**config.mk**
```make
export PLATFORM = sky130hd
export DESIGN_NAME = gdp_port_ctrl
export DESIGN_NICKNAME = d
export VERILOG_FILES = /design/src/hdl/gdp_pkg.sv /design/src/hdl/gdp_port_ctrl.sv
export VERILOG_INCLUDE_DIRS = /design/src /design/src/hdl
export SDC_FILE = /design/constraint.sdc
export NUM_CORES = 1
export LEC_CHECK = 0
export BUFFER_PORTS_ARGS = -buffer_cell sky130_fd_sc_hd__buf_2
export CAP_MARGIN = 20
export CORE_ASPECT_RATIO = 1.1
export CORE_MARGIN = 1.5
export CORE_UTILIZATION = 39
export CTS_CLUSTER_SIZE = 25
export DETAILED_ROUTE_END_ITERATION = 16
export PLACE_DENSITY = 0.81
export SYNTH_ARGS = -nofsm -noshare
export SYNTH_HDL_FRONTEND = slang
export SYNTH_SLANG_ARGS = --single-unit
```
**constraint.sdc**
```tcl
create_clock -name i_clk_sys -period 2.2 [get_ports i_clk_sys]
set_input_delay 0.44 -clock i_clk_sys [delete_from_list [all_inputs] [get_ports i_clk_sys]]
set_output_delay 0.44 -clock i_clk_sys [all_outputs]
set_load 0.02 [all_outputs]
```
**src/hdl/gdp_cfg.svh**
```systemverilog
`ifndef GDP_CFG_SVH
`define GDP_CFG_SVH

// Register offsets (byte addresses)
`define GDP_OFF_P0_DIR 8'hb8
`define GDP_OFF_P1_DIR 8'hc1
`define GDP_OFF_P2_DIR 8'hc2
`define GDP_OFF_P5_DIR 8'hc5
`define GDP_OFF_P0_PU 8'he0
`define GDP_OFF_P1_PU 8'he1
`define GDP_OFF_P2_PU 8'he2
`define GDP_OFF_P5_PU 8'he5
`define GDP_OFF_OD_CTL 8'he9
`define GDP_OFF_BIT_OP 8'hf0
`define GDP_OFF_PIN_OUT 8'hf4

// Implemented bit masks
`define GDP_MASK_P0 8'h01
`define GDP_MASK_P1 8'h0d
`define GDP_MASK_P2 8'h3f
`define GDP_MASK_P5 8'h10
`define GDP_MASK_OD 8'h01

// Fixed-input bit of port 1 and reset value
`define GDP_FIXED_BIT 8'h02
`define GDP_RST_VAL 8'h00

// Bit operation field positions
`define GDP_BOP_SEL_LO 0
`define GDP_BOP_SEL_HI 1
`define GDP_BOP_BIT_LO 4
`define GDP_BOP_BIT_HI 6
`define GDP_BOP_SET 8
`define GDP_BOP_GO 31

// Bus answer on unmapped reads
`define GDP_RD_DEFAULT 32'h0000_0000

`endif

```
**src/hdl/gdp_pkg.sv**
```systemverilog
package gdp_pkg;

  typedef struct packed {
    logic [7:0] p0;
    logic [7:0] p1;
    logic [7:0] p2;
    logic [7:0] p5;
  } gdp_port8_t;

  typedef struct packed {
    logic [7:0] address;
    logic read;
    logic write;
    logic [31:0] writedata;
    logic [3:0] byteenable;
  } gdp_av_req_t;

  typedef struct packed {
    logic [31:0] readdata;
    logic waitrequest;
  } gdp_av_rsp_t;

  typedef enum logic [1:0] {
    GDP_IDLE,
    GDP_DONE
  } gdp_state_t;

endpackage

```
**src/hdl/gdp_port_ctrl.sv**
```systemverilog
`timescale 1ns/1ns
`include "gdp_cfg.svh"
// Behaviour
// - Direction bit 0 input, 1 drives output
// - Each implemented pin has own RW direction bit
// - Direction bits support single-bit set and clear
// - P1.1 always input, direction bit reads one
// - Pull-up registers write-only, one enables pull-up
// - P1.1 has no pull-up, bit holds one
// - Open-drain bit selects P1.0 open-drain mode
// - Open-drain drives low, releases for high
// - Open-drain register write-only, whole-byte writes
// - Open-drain off restores prior P1.0 direction
module gdp_port_ctrl
(
  // Clock and reset
  input wire logic i_clk_sys,
  input wire logic i_srst,
  // Avalon-MM slave
  input wire gdp_pkg::gdp_av_req_t i_av,
  output gdp_pkg::gdp_av_rsp_t o_av,
  // Output data from the port data latches
  input wire gdp_pkg::gdp_port8_t i_out_data,
  // Pin drive
  output gdp_pkg::gdp_port8_t o_pin_out,
  output gdp_pkg::gdp_port8_t o_pin_oe_n,
  output gdp_pkg::gdp_port8_t o_pullup_en
);
  import gdp_pkg::*;

  // ----------------------------------------
  // Register state
  // ----------------------------------------
  gdp_port8_t dir_q;
  gdp_port8_t pu_q;
  logic od_q;
  gdp_state_t st_q;
  gdp_state_t st_d;
  logic [31:0] rdata_d;
  wire [7:0] od_mask = `GDP_MASK_OD;

  // ----------------------------------------
  // Bus decode
  // ----------------------------------------
  wire req_w = i_av.write && st_q == GDP_IDLE;
  wire req_r = i_av.read && st_q == GDP_IDLE;
  wire lane0 = i_av.byteenable[0];
  wire [7:0] wd = i_av.writedata[7:0];
  wire wr_p0d = req_w && lane0 && i_av.address == `GDP_OFF_P0_DIR;
  wire wr_p1d = req_w && lane0 && i_av.address == `GDP_OFF_P1_DIR;
  wire wr_p2d = req_w && lane0 && i_av.address == `GDP_OFF_P2_DIR;
  wire wr_p5d = req_w && lane0 && i_av.address == `GDP_OFF_P5_DIR;
  wire wr_p0u = req_w && lane0 && i_av.address == `GDP_OFF_P0_PU;
  wire wr_p1u = req_w && lane0 && i_av.address == `GDP_OFF_P1_PU;
  wire wr_p2u = req_w && lane0 && i_av.address == `GDP_OFF_P2_PU;
  wire wr_p5u = req_w && lane0 && i_av.address == `GDP_OFF_P5_PU;
  wire wr_od = req_w && lane0 && i_av.address == `GDP_OFF_OD_CTL;
  wire wr_bop = req_w && i_av.address == `GDP_OFF_BIT_OP
    && i_av.writedata[`GDP_BOP_GO];

  // Single-bit set/clear command
  wire [1:0] bop_sel = i_av.writedata[`GDP_BOP_SEL_HI:`GDP_BOP_SEL_LO];
  wire [2:0] bop_bit = i_av.writedata[`GDP_BOP_BIT_HI:`GDP_BOP_BIT_LO];
  wire bop_val = i_av.writedata[`GDP_BOP_SET];
  wire [7:0] bop_onehot = 8'h01 << bop_bit;
  wire [7:0] bop_p0 = bop_val ? (dir_q.p0 | bop_onehot) : (dir_q.p0 & ~bop_onehot);
  wire [7:0] bop_p1 = bop_val ? (dir_q.p1 | bop_onehot) : (dir_q.p1 & ~bop_onehot);
  wire [7:0] bop_p2 = bop_val ? (dir_q.p2 | bop_onehot) : (dir_q.p2 & ~bop_onehot);
  wire [7:0] bop_p5 = bop_val ? (dir_q.p5 | bop_onehot) : (dir_q.p5 & ~bop_onehot);

  // ----------------------------------------
  // Next values of direction and pull-up
  // ----------------------------------------
  wire [7:0] dir_p0_d = wr_p0d ? wd : (wr_bop && bop_sel == 2'h0) ? bop_p0 : dir_q.p0;
  wire [7:0] dir_p1_d = wr_p1d ? wd : (wr_bop && bop_sel == 2'h1) ? bop_p1 : dir_q.p1;
  wire [7:0] dir_p2_d = wr_p2d ? wd : (wr_bop && bop_sel == 2'h2) ? bop_p2 : dir_q.p2;
  wire [7:0] dir_p5_d = wr_p5d ? wd : (wr_bop && bop_sel == 2'h3) ? bop_p5 : dir_q.p5;
  wire [7:0] pu_p0_d = wr_p0u ? wd : pu_q.p0;
  wire [7:0] pu_p1_d = wr_p1u ? wd : pu_q.p1;
  wire [7:0] pu_p2_d = wr_p2u ? wd : pu_q.p2;
  wire [7:0] pu_p5_d = wr_p5u ? wd : pu_q.p5;
  wire od_d = wr_od ? wd[0] : od_q;

  // Readback: direction registers, plus active-low P1 drive enables at the pin-output offset; pull-up and open-drain read zero
  wire [7:0] rd_p1 = (dir_q.p1 & `GDP_MASK_P1) | `GDP_FIXED_BIT;
  assign rdata_d =
    (i_av.address == `GDP_OFF_P0_DIR) ? {24'h000000, dir_q.p0 & `GDP_MASK_P0} :
    (i_av.address == `GDP_OFF_P1_DIR) ? {24'h000000, rd_p1} :
    (i_av.address == `GDP_OFF_P2_DIR) ? {24'h000000, dir_q.p2 & `GDP_MASK_P2} :
    (i_av.address == `GDP_OFF_P5_DIR) ? {24'h000000, dir_q.p5 & `GDP_MASK_P5} :
    (i_av.address == `GDP_OFF_PIN_OUT) ? {24'h000000, o_pin_oe_n.p1} :
    `GDP_RD_DEFAULT;
  assign st_d = (req_w || req_r) ? GDP_DONE : GDP_IDLE;

  // ----------------------------------------
  // Registers
  // ----------------------------------------
  always_ff @(posedge i_clk_sys)
  begin
    if (i_srst)
    begin
      dir_q <= '0;
      pu_q <= '0;
      od_q <= 1'b0;
      st_q <= GDP_IDLE;
    end
    else
    begin
      dir_q <= {dir_p0_d & `GDP_MASK_P0, dir_p1_d & `GDP_MASK_P1,
        dir_p2_d & `GDP_MASK_P2, dir_p5_d & `GDP_MASK_P5};
      pu_q <= {pu_p0_d & `GDP_MASK_P0, pu_p1_d & `GDP_MASK_P1,
        pu_p2_d & `GDP_MASK_P2, pu_p5_d & `GDP_MASK_P5};
      od_q <= od_d & od_mask[0];
      st_q <= st_d;
    end
  end

  // ----------------------------------------
  // Pin drive, computed from next state so outputs are registered
  // ----------------------------------------
  wire [7:0] nd_p0 = dir_p0_d & `GDP_MASK_P0;
  wire [7:0] nd_p1 = dir_p1_d & `GDP_MASK_P1;
  wire [7:0] nd_p2 = dir_p2_d & `GDP_MASK_P2;
  wire [7:0] nd_p5 = dir_p5_d & `GDP_MASK_P5;
  wire nod = od_d;
  // Open-drain: drive low only, else release; direction bit kept untouched
  wire od_drive = nd_p1[0] && !(nod && i_out_data.p1[0]);
  wire [7:0] oe_p1_n = {~nd_p1[7:1], ~od_drive};
  wire [7:0] out_p1 = {i_out_data.p1[7:1], nod ? 1'b0 : i_out_data.p1[0]};
  wire [7:0] pu_view_p1 = ((wr_p1u ? wd : pu_q.p1) & `GDP_MASK_P1) | `GDP_FIXED_BIT;

  always_ff @(posedge i_clk_sys)
  begin
    if (i_srst)
    begin
      o_pin_oe_n <= '1;
      o_pin_out <= '0;
      o_pullup_en <= {`GDP_RST_VAL, `GDP_FIXED_BIT, `GDP_RST_VAL, `GDP_RST_VAL};
      o_av <= '{readdata: 32'h0000_0000, waitrequest: 1'b1};
    end
    else
    begin
      o_pin_oe_n <= {~nd_p0, oe_p1_n, ~nd_p2, ~nd_p5};
      o_pin_out <= {i_out_data.p0 & nd_p0, out_p1 & {nd_p1[7:1], od_drive},
        i_out_data.p2 & nd_p2, i_out_data.p5 & nd_p5};
      o_pullup_en <= {pu_p0_d & `GDP_MASK_P0, pu_view_p1,
        pu_p2_d & `GDP_MASK_P2, pu_p5_d & `GDP_MASK_P5};
      o_av.waitrequest <= !(req_w || req_r);
      o_av.readdata <= req_r ? rdata_d : o_av.readdata;
    end
  end

  // ----------------------------------------
  // Checks
  // ----------------------------------------
  a_fixed_dir_one: assert property (@(posedge i_clk_sys) disable iff (i_srst)
    req_r && i_av.address == `GDP_OFF_P1_DIR |=> o_av.readdata[1])
    else $error("fixed input direction bit read as zero");
  a_p11_never_drv: assert property (@(posedge i_clk_sys) disable iff (i_srst)
    o_pin_oe_n.p1[1])
    else $error("fixed input pin driven");
  a_p11_pull_one: assert property (@(posedge i_clk_sys) disable iff (i_srst)
    o_pullup_en.p1[1])
    else $error("fixed input pullup bit not one");
  a_dir_drive: assert property (@(posedge i_clk_sys) disable iff (i_srst)
    wr_p2d |=> o_pin_oe_n.p2 == ~($past(wd) & `GDP_MASK_P2))
    else $error("port 2 drive does not follow direction write");
  a_bit_op_keep: assert property (@(posedge i_clk_sys) disable iff (i_srst)
    wr_bop && bop_sel == 2'h2 |=> (dir_q.p2 & ~$past(bop_onehot))
      == ($past(dir_q.p2) & ~$past(bop_onehot)))
    else $error("bit operation disturbed other bits");
  a_pullup_wr: assert property (@(posedge i_clk_sys) disable iff (i_srst)
    wr_p0u |=> o_pullup_en.p0[0] == $past(wd[0]))
    else $error("pullup did not follow write");
  a_od_low_rel: assert property (@(posedge i_clk_sys) disable iff (i_srst)
    od_q && !o_pin_oe_n.p1[0] |-> !o_pin_out.p1[0])
    else $error("open-drain pin driven high");
  a_od_restore: assert property (@(posedge i_clk_sys) disable iff (i_srst)
    wr_od && !wd[0] ##1 !wr_p1d && !wr_bop |=> o_pin_oe_n.p1[0] == !$past(dir_q.p1[0]))
    else $error("direction not restored after open-drain off");
  a_wait_one: assert property (@(posedge i_clk_sys) disable iff (i_srst)
    (i_av.read || i_av.write) && o_av.waitrequest |=> !o_av.waitrequest)
    else $error("bus answer not in one cycle");
  a_reset_in: assert property (@(posedge i_clk_sys)
    $past(i_srst) |-> o_pin_oe_n == '1 && o_pullup_en == {8'h00, `GDP_FIXED_BIT, 16'h0000})
    else $error("reset did not make all pins inputs");

endmodule
```
==> summary.md <==
| Metric | Value |
|---|---|
| Placed Area | `3680 sq um` |
| Site Rows | `34` |
| Crit Path Max Fanout | `3` |
| Overflow after GRT | `0` |
| Cell Pwr Density | `515 nW/um^2` |
| Hold WS | `0.370 ns` |
| Clock sinks | `54` |
| Number of flops mapped to enable cells by yosys | `0` |
| Sequential fraction of the synthesis area | `0.329` |
| Leakage | `1.63 nW` |
| Avg Inst Size Synth | `8.64 sq um` |
| Netlist Area Pre-Place | `3280 sq um` |
| DR WL/cell | `15.3 um` |
| Cells after Synth | `380` |
| Postcts setup bufs | `0` |
| Detailed-router iteration count before antenna repair | `4` |
| GPL Wtd Cong | `0.917` |
| IO Pins | `209` |
| Synth top cells by count | `buf_4 (88), dfxtp_1 (54), nor2_1 (29)` |
| TritonCTS Buffers | `5` |
| Launching point of the worst reg2reg path | `st_q[0]$_SDFF_PP0_` |
| #FFs+latches synth | `54` |
| Status | `finished, final reports clean` |
| Yosys top cell by area | `dfxtp_1` |
| Worst slew margin | `0.659` |
| Drt total wl | `9.05 mm` |
| Worst reg2reg path depth | `4` |
| Final Cell Area | `3780 sq um` |
| Register area | `1080 sq um` |
| Final setup fails | `0` |
| Reg-to-Reg End | `o_pin_oe_n[18]$_SDFF_PP1_` |
| Clock skew after layout | `0.0117 ns` |
| # resized after CTS | `0` |
| Starting Density | `0.408` |
| Vert. Die Dim | `99.2 um` |
| RSZ-0062 raised after global routing | `no` |
| Critical Path Source Type | `input pin` |
| Number of hold buffers added after CTS | `0` |
| Final hold vios | `0` |
| Largest net degree at the start of global routing | `27` |
| First-pass GRT wire length | `14.1 mm` |
| CP max-delay cell | `or4b_1` |
| Hold Path Stages | `3` |
| Yosys cell types | `58` |
| Tcrit/Tclk final | `0.904` |
| Least-Margin Pin Slew | `0.512 ns` |
| HP Class | `input pin to flip-flop` |
| Worst vdd ir | `0.230 mV` |
| Crit path arrival time | `2.19 ns` |
| CP most frequent cell | `or3_1` |
| Area share of the largest cell type after synthesis | `0.329` |
| Number of port buffers | `74` |
| FILL cells | `817` |
| Worst Hold Launch | `i_out_data[11]` |
| Slowest stage delay, CP | `0.53 ns` |
| Worst path required time | `2.40 ns` |
| CP Cell Sequence | `buf_2 > or3_1 > or4b_1 > or3_1 > a311o_1` |
| Max cap viols | `0` |
| Fin nets | `561` |
| CTS root buffer | `clkbuf_8` |
| Max clock buf depth | `2` |
| Post-DP HPWL | `7.13 mm` |
| Routed via count | `2984` |
| Reg clk slew, reported paths | `0.11 ns` |
| Die area | `8980 sq um` |
| Synth Flop Type | `dfxtp_1` |
| Final min period | `1.99 ns` |
| Flop-to-flop setup slack | `0.21 ns` |
| CTS tree | `yes` |
| Share of cells above drive strength 1 | `0.270` |
| CTS H-tree lvls | `2` |
| Core area | `8040 sq um` |
| Vias per cell | `5.06` |
| Worst hold endpoint | `o_pin_out[11]$_SDFF_PP0_` |
| # diodes | `0` |
| Largest cells by area after synthesis | `dfxtp_1 (33%), buf_4 (20%), mux2i_1 (3.4%)` |
| Die width | `90.5 um` |
| Cell with the most instances after synthesis | `buf_4` |
| Initial antenna violation count | `0` |
| Vias in the first global route | `2741` |
| Ys async rst share | `0` |
| CP Capture Type | `flip-flop` |
| Yosys warns | `0` |
| ANT nets after route | `0` |
| Iter 0 DRT Violations | `193` |
| Worst-skew pair later-pin latency | `0.31 ns` |
| Achievable Freq | `503 MHz` |
| Setup CP Type | `input pin to flip-flop` |
| Synthesis-to-layout area growth | `15.2%` |
| Final slew viol count | `0` |
| GRT Util Overall | `0.199` |
| Multi-input gate area | `1770 sq um` |
| Number of remaining DRC errors | `0` |
layer usage:
layer	GRT usage	routed length, um	share of wire	vias up
li1	-	-	-	1423
met1	0.259	4030	0.45	1414
met2	0.337	4340	0.48	131
met3	0.0367	504	0.056	16
met4	0.0549	171	0.019	0
met5	0	0	0	-
state kept, by name (all words and copies together), names as in the netlist:
| signal | count |
|---|---|
| dir_q | 11 |
| o_av | 8 |
| pu_q | 11 |
| o_pin_out | 11 |
| od_q | 1 |
| o_pin_oe_n | 11 |
| st_q | 1 |
layout make-up:
| type | count | area share |
|---|---|---|
| clock inverters | 2 | 0.00430 |
| flip-flops and latches | 54 | 0.286 |
| clock buffers | 6 | 0.0218 |
| multi-input cells | 300 | 0.469 |
| well taps | 108 | 0.0357 |
| repair buffers | 114 | 0.177 |
| inverters | 6 | 0.00596 |
how the worst max path moves through the flow:
| stage | from | endpoint | slack, ns | cells past startpoint |
|---|---|---|---|---|
| floorplan | i_av[38] | o_pin_oe_n[18]$_SDFF_PP1_ | 0.01 | 5 |
| global placement | i_av[9] | o_pin_oe_n[24]$_SDFF_PP1_ | -0.1 | 5 |
| detailed placement | i_av[9] | o_pin_oe_n[24]$_SDFF_PP1_ | -0.1 | 5 |
| CTS | st_q[0]$_SDFF_PP0_ | o_pin_oe_n[18]$_SDFF_PP1_ | 0.22 | 4 |
| global route | st_q[0]$_SDFF_PP0_ | o_pin_oe_n[18]$_SDFF_PP1_ | 0.11 | 4 |
| finish | i_av[9] | o_pin_oe_n[24]$_SDFF_PP1_ | 0.21 | 5 |
cell usage in the layout (no fill, tap or decap), types with 4 or more instances in the layout:
cell type  instances
clkbuf_8           6
a41oi_1            4
a21oi_1           13
mux2i_1           11
nand4_1            5
buf_4             40
nand2_1           13
or4_1              4
a21o_1             5
nand3_1            9
nand3b_1           4
nor4_1             4
dfxtp_1           54
a211oi_1           8
buf_2             74
nor3_1            10
o21ai_0           15
a211o_1            7
inv_1              6
conb_1            87
nor4b_1            4
o211ai_1           8
nor2_1            29
cells by family (layout without fill, tap and decap cells):
logic type / Yosys count / after routing / synth area share
buf+inv: 111 / 128 / 0.228
other cells: 2 / 87 / 0.00229
mux: 11 / 11 / 0.0335
flops: 54 / 54 / 0.329
compound gates: 85 / 85 / 0.183
simple gates: 117 / 117 / 0.224
worst max-delay path: cells and delay by family:
kind            cells  cell delay, ns
simple gates        3            1.28
compound gates      1            0.36
buf+inv             1            0.11
power by group:
group | leakage, nW | internal, mW | switching, mW
combinational | 1.15 | 0.0912 | 0.262
clock | 0.0478 | 0.260 | 0.350
sequential | 0.436 | 0.981 | 0.00341
through the flow:
step / power [mW] / util / setup slack (ns) / std cells / setup TNS, ns
after floorplan: 1.35 / - / 0.0109 / 465 / 0
after global placement: 1.35 / 0.458 / -0.0987 / 582 / -0.212
after detailed placement: 1.35 / 0.458 / -0.0982 / 582 / -0.326
after CTS: 1.96 / 0.470 / 0.221 / 590 / 0
after global routing: 2.02 / 0.470 / 0.110 / 590 / 0
final: 1.95 / 0.470 / 0.211 / 590 / 0
(Power assumes the default switching activity.)
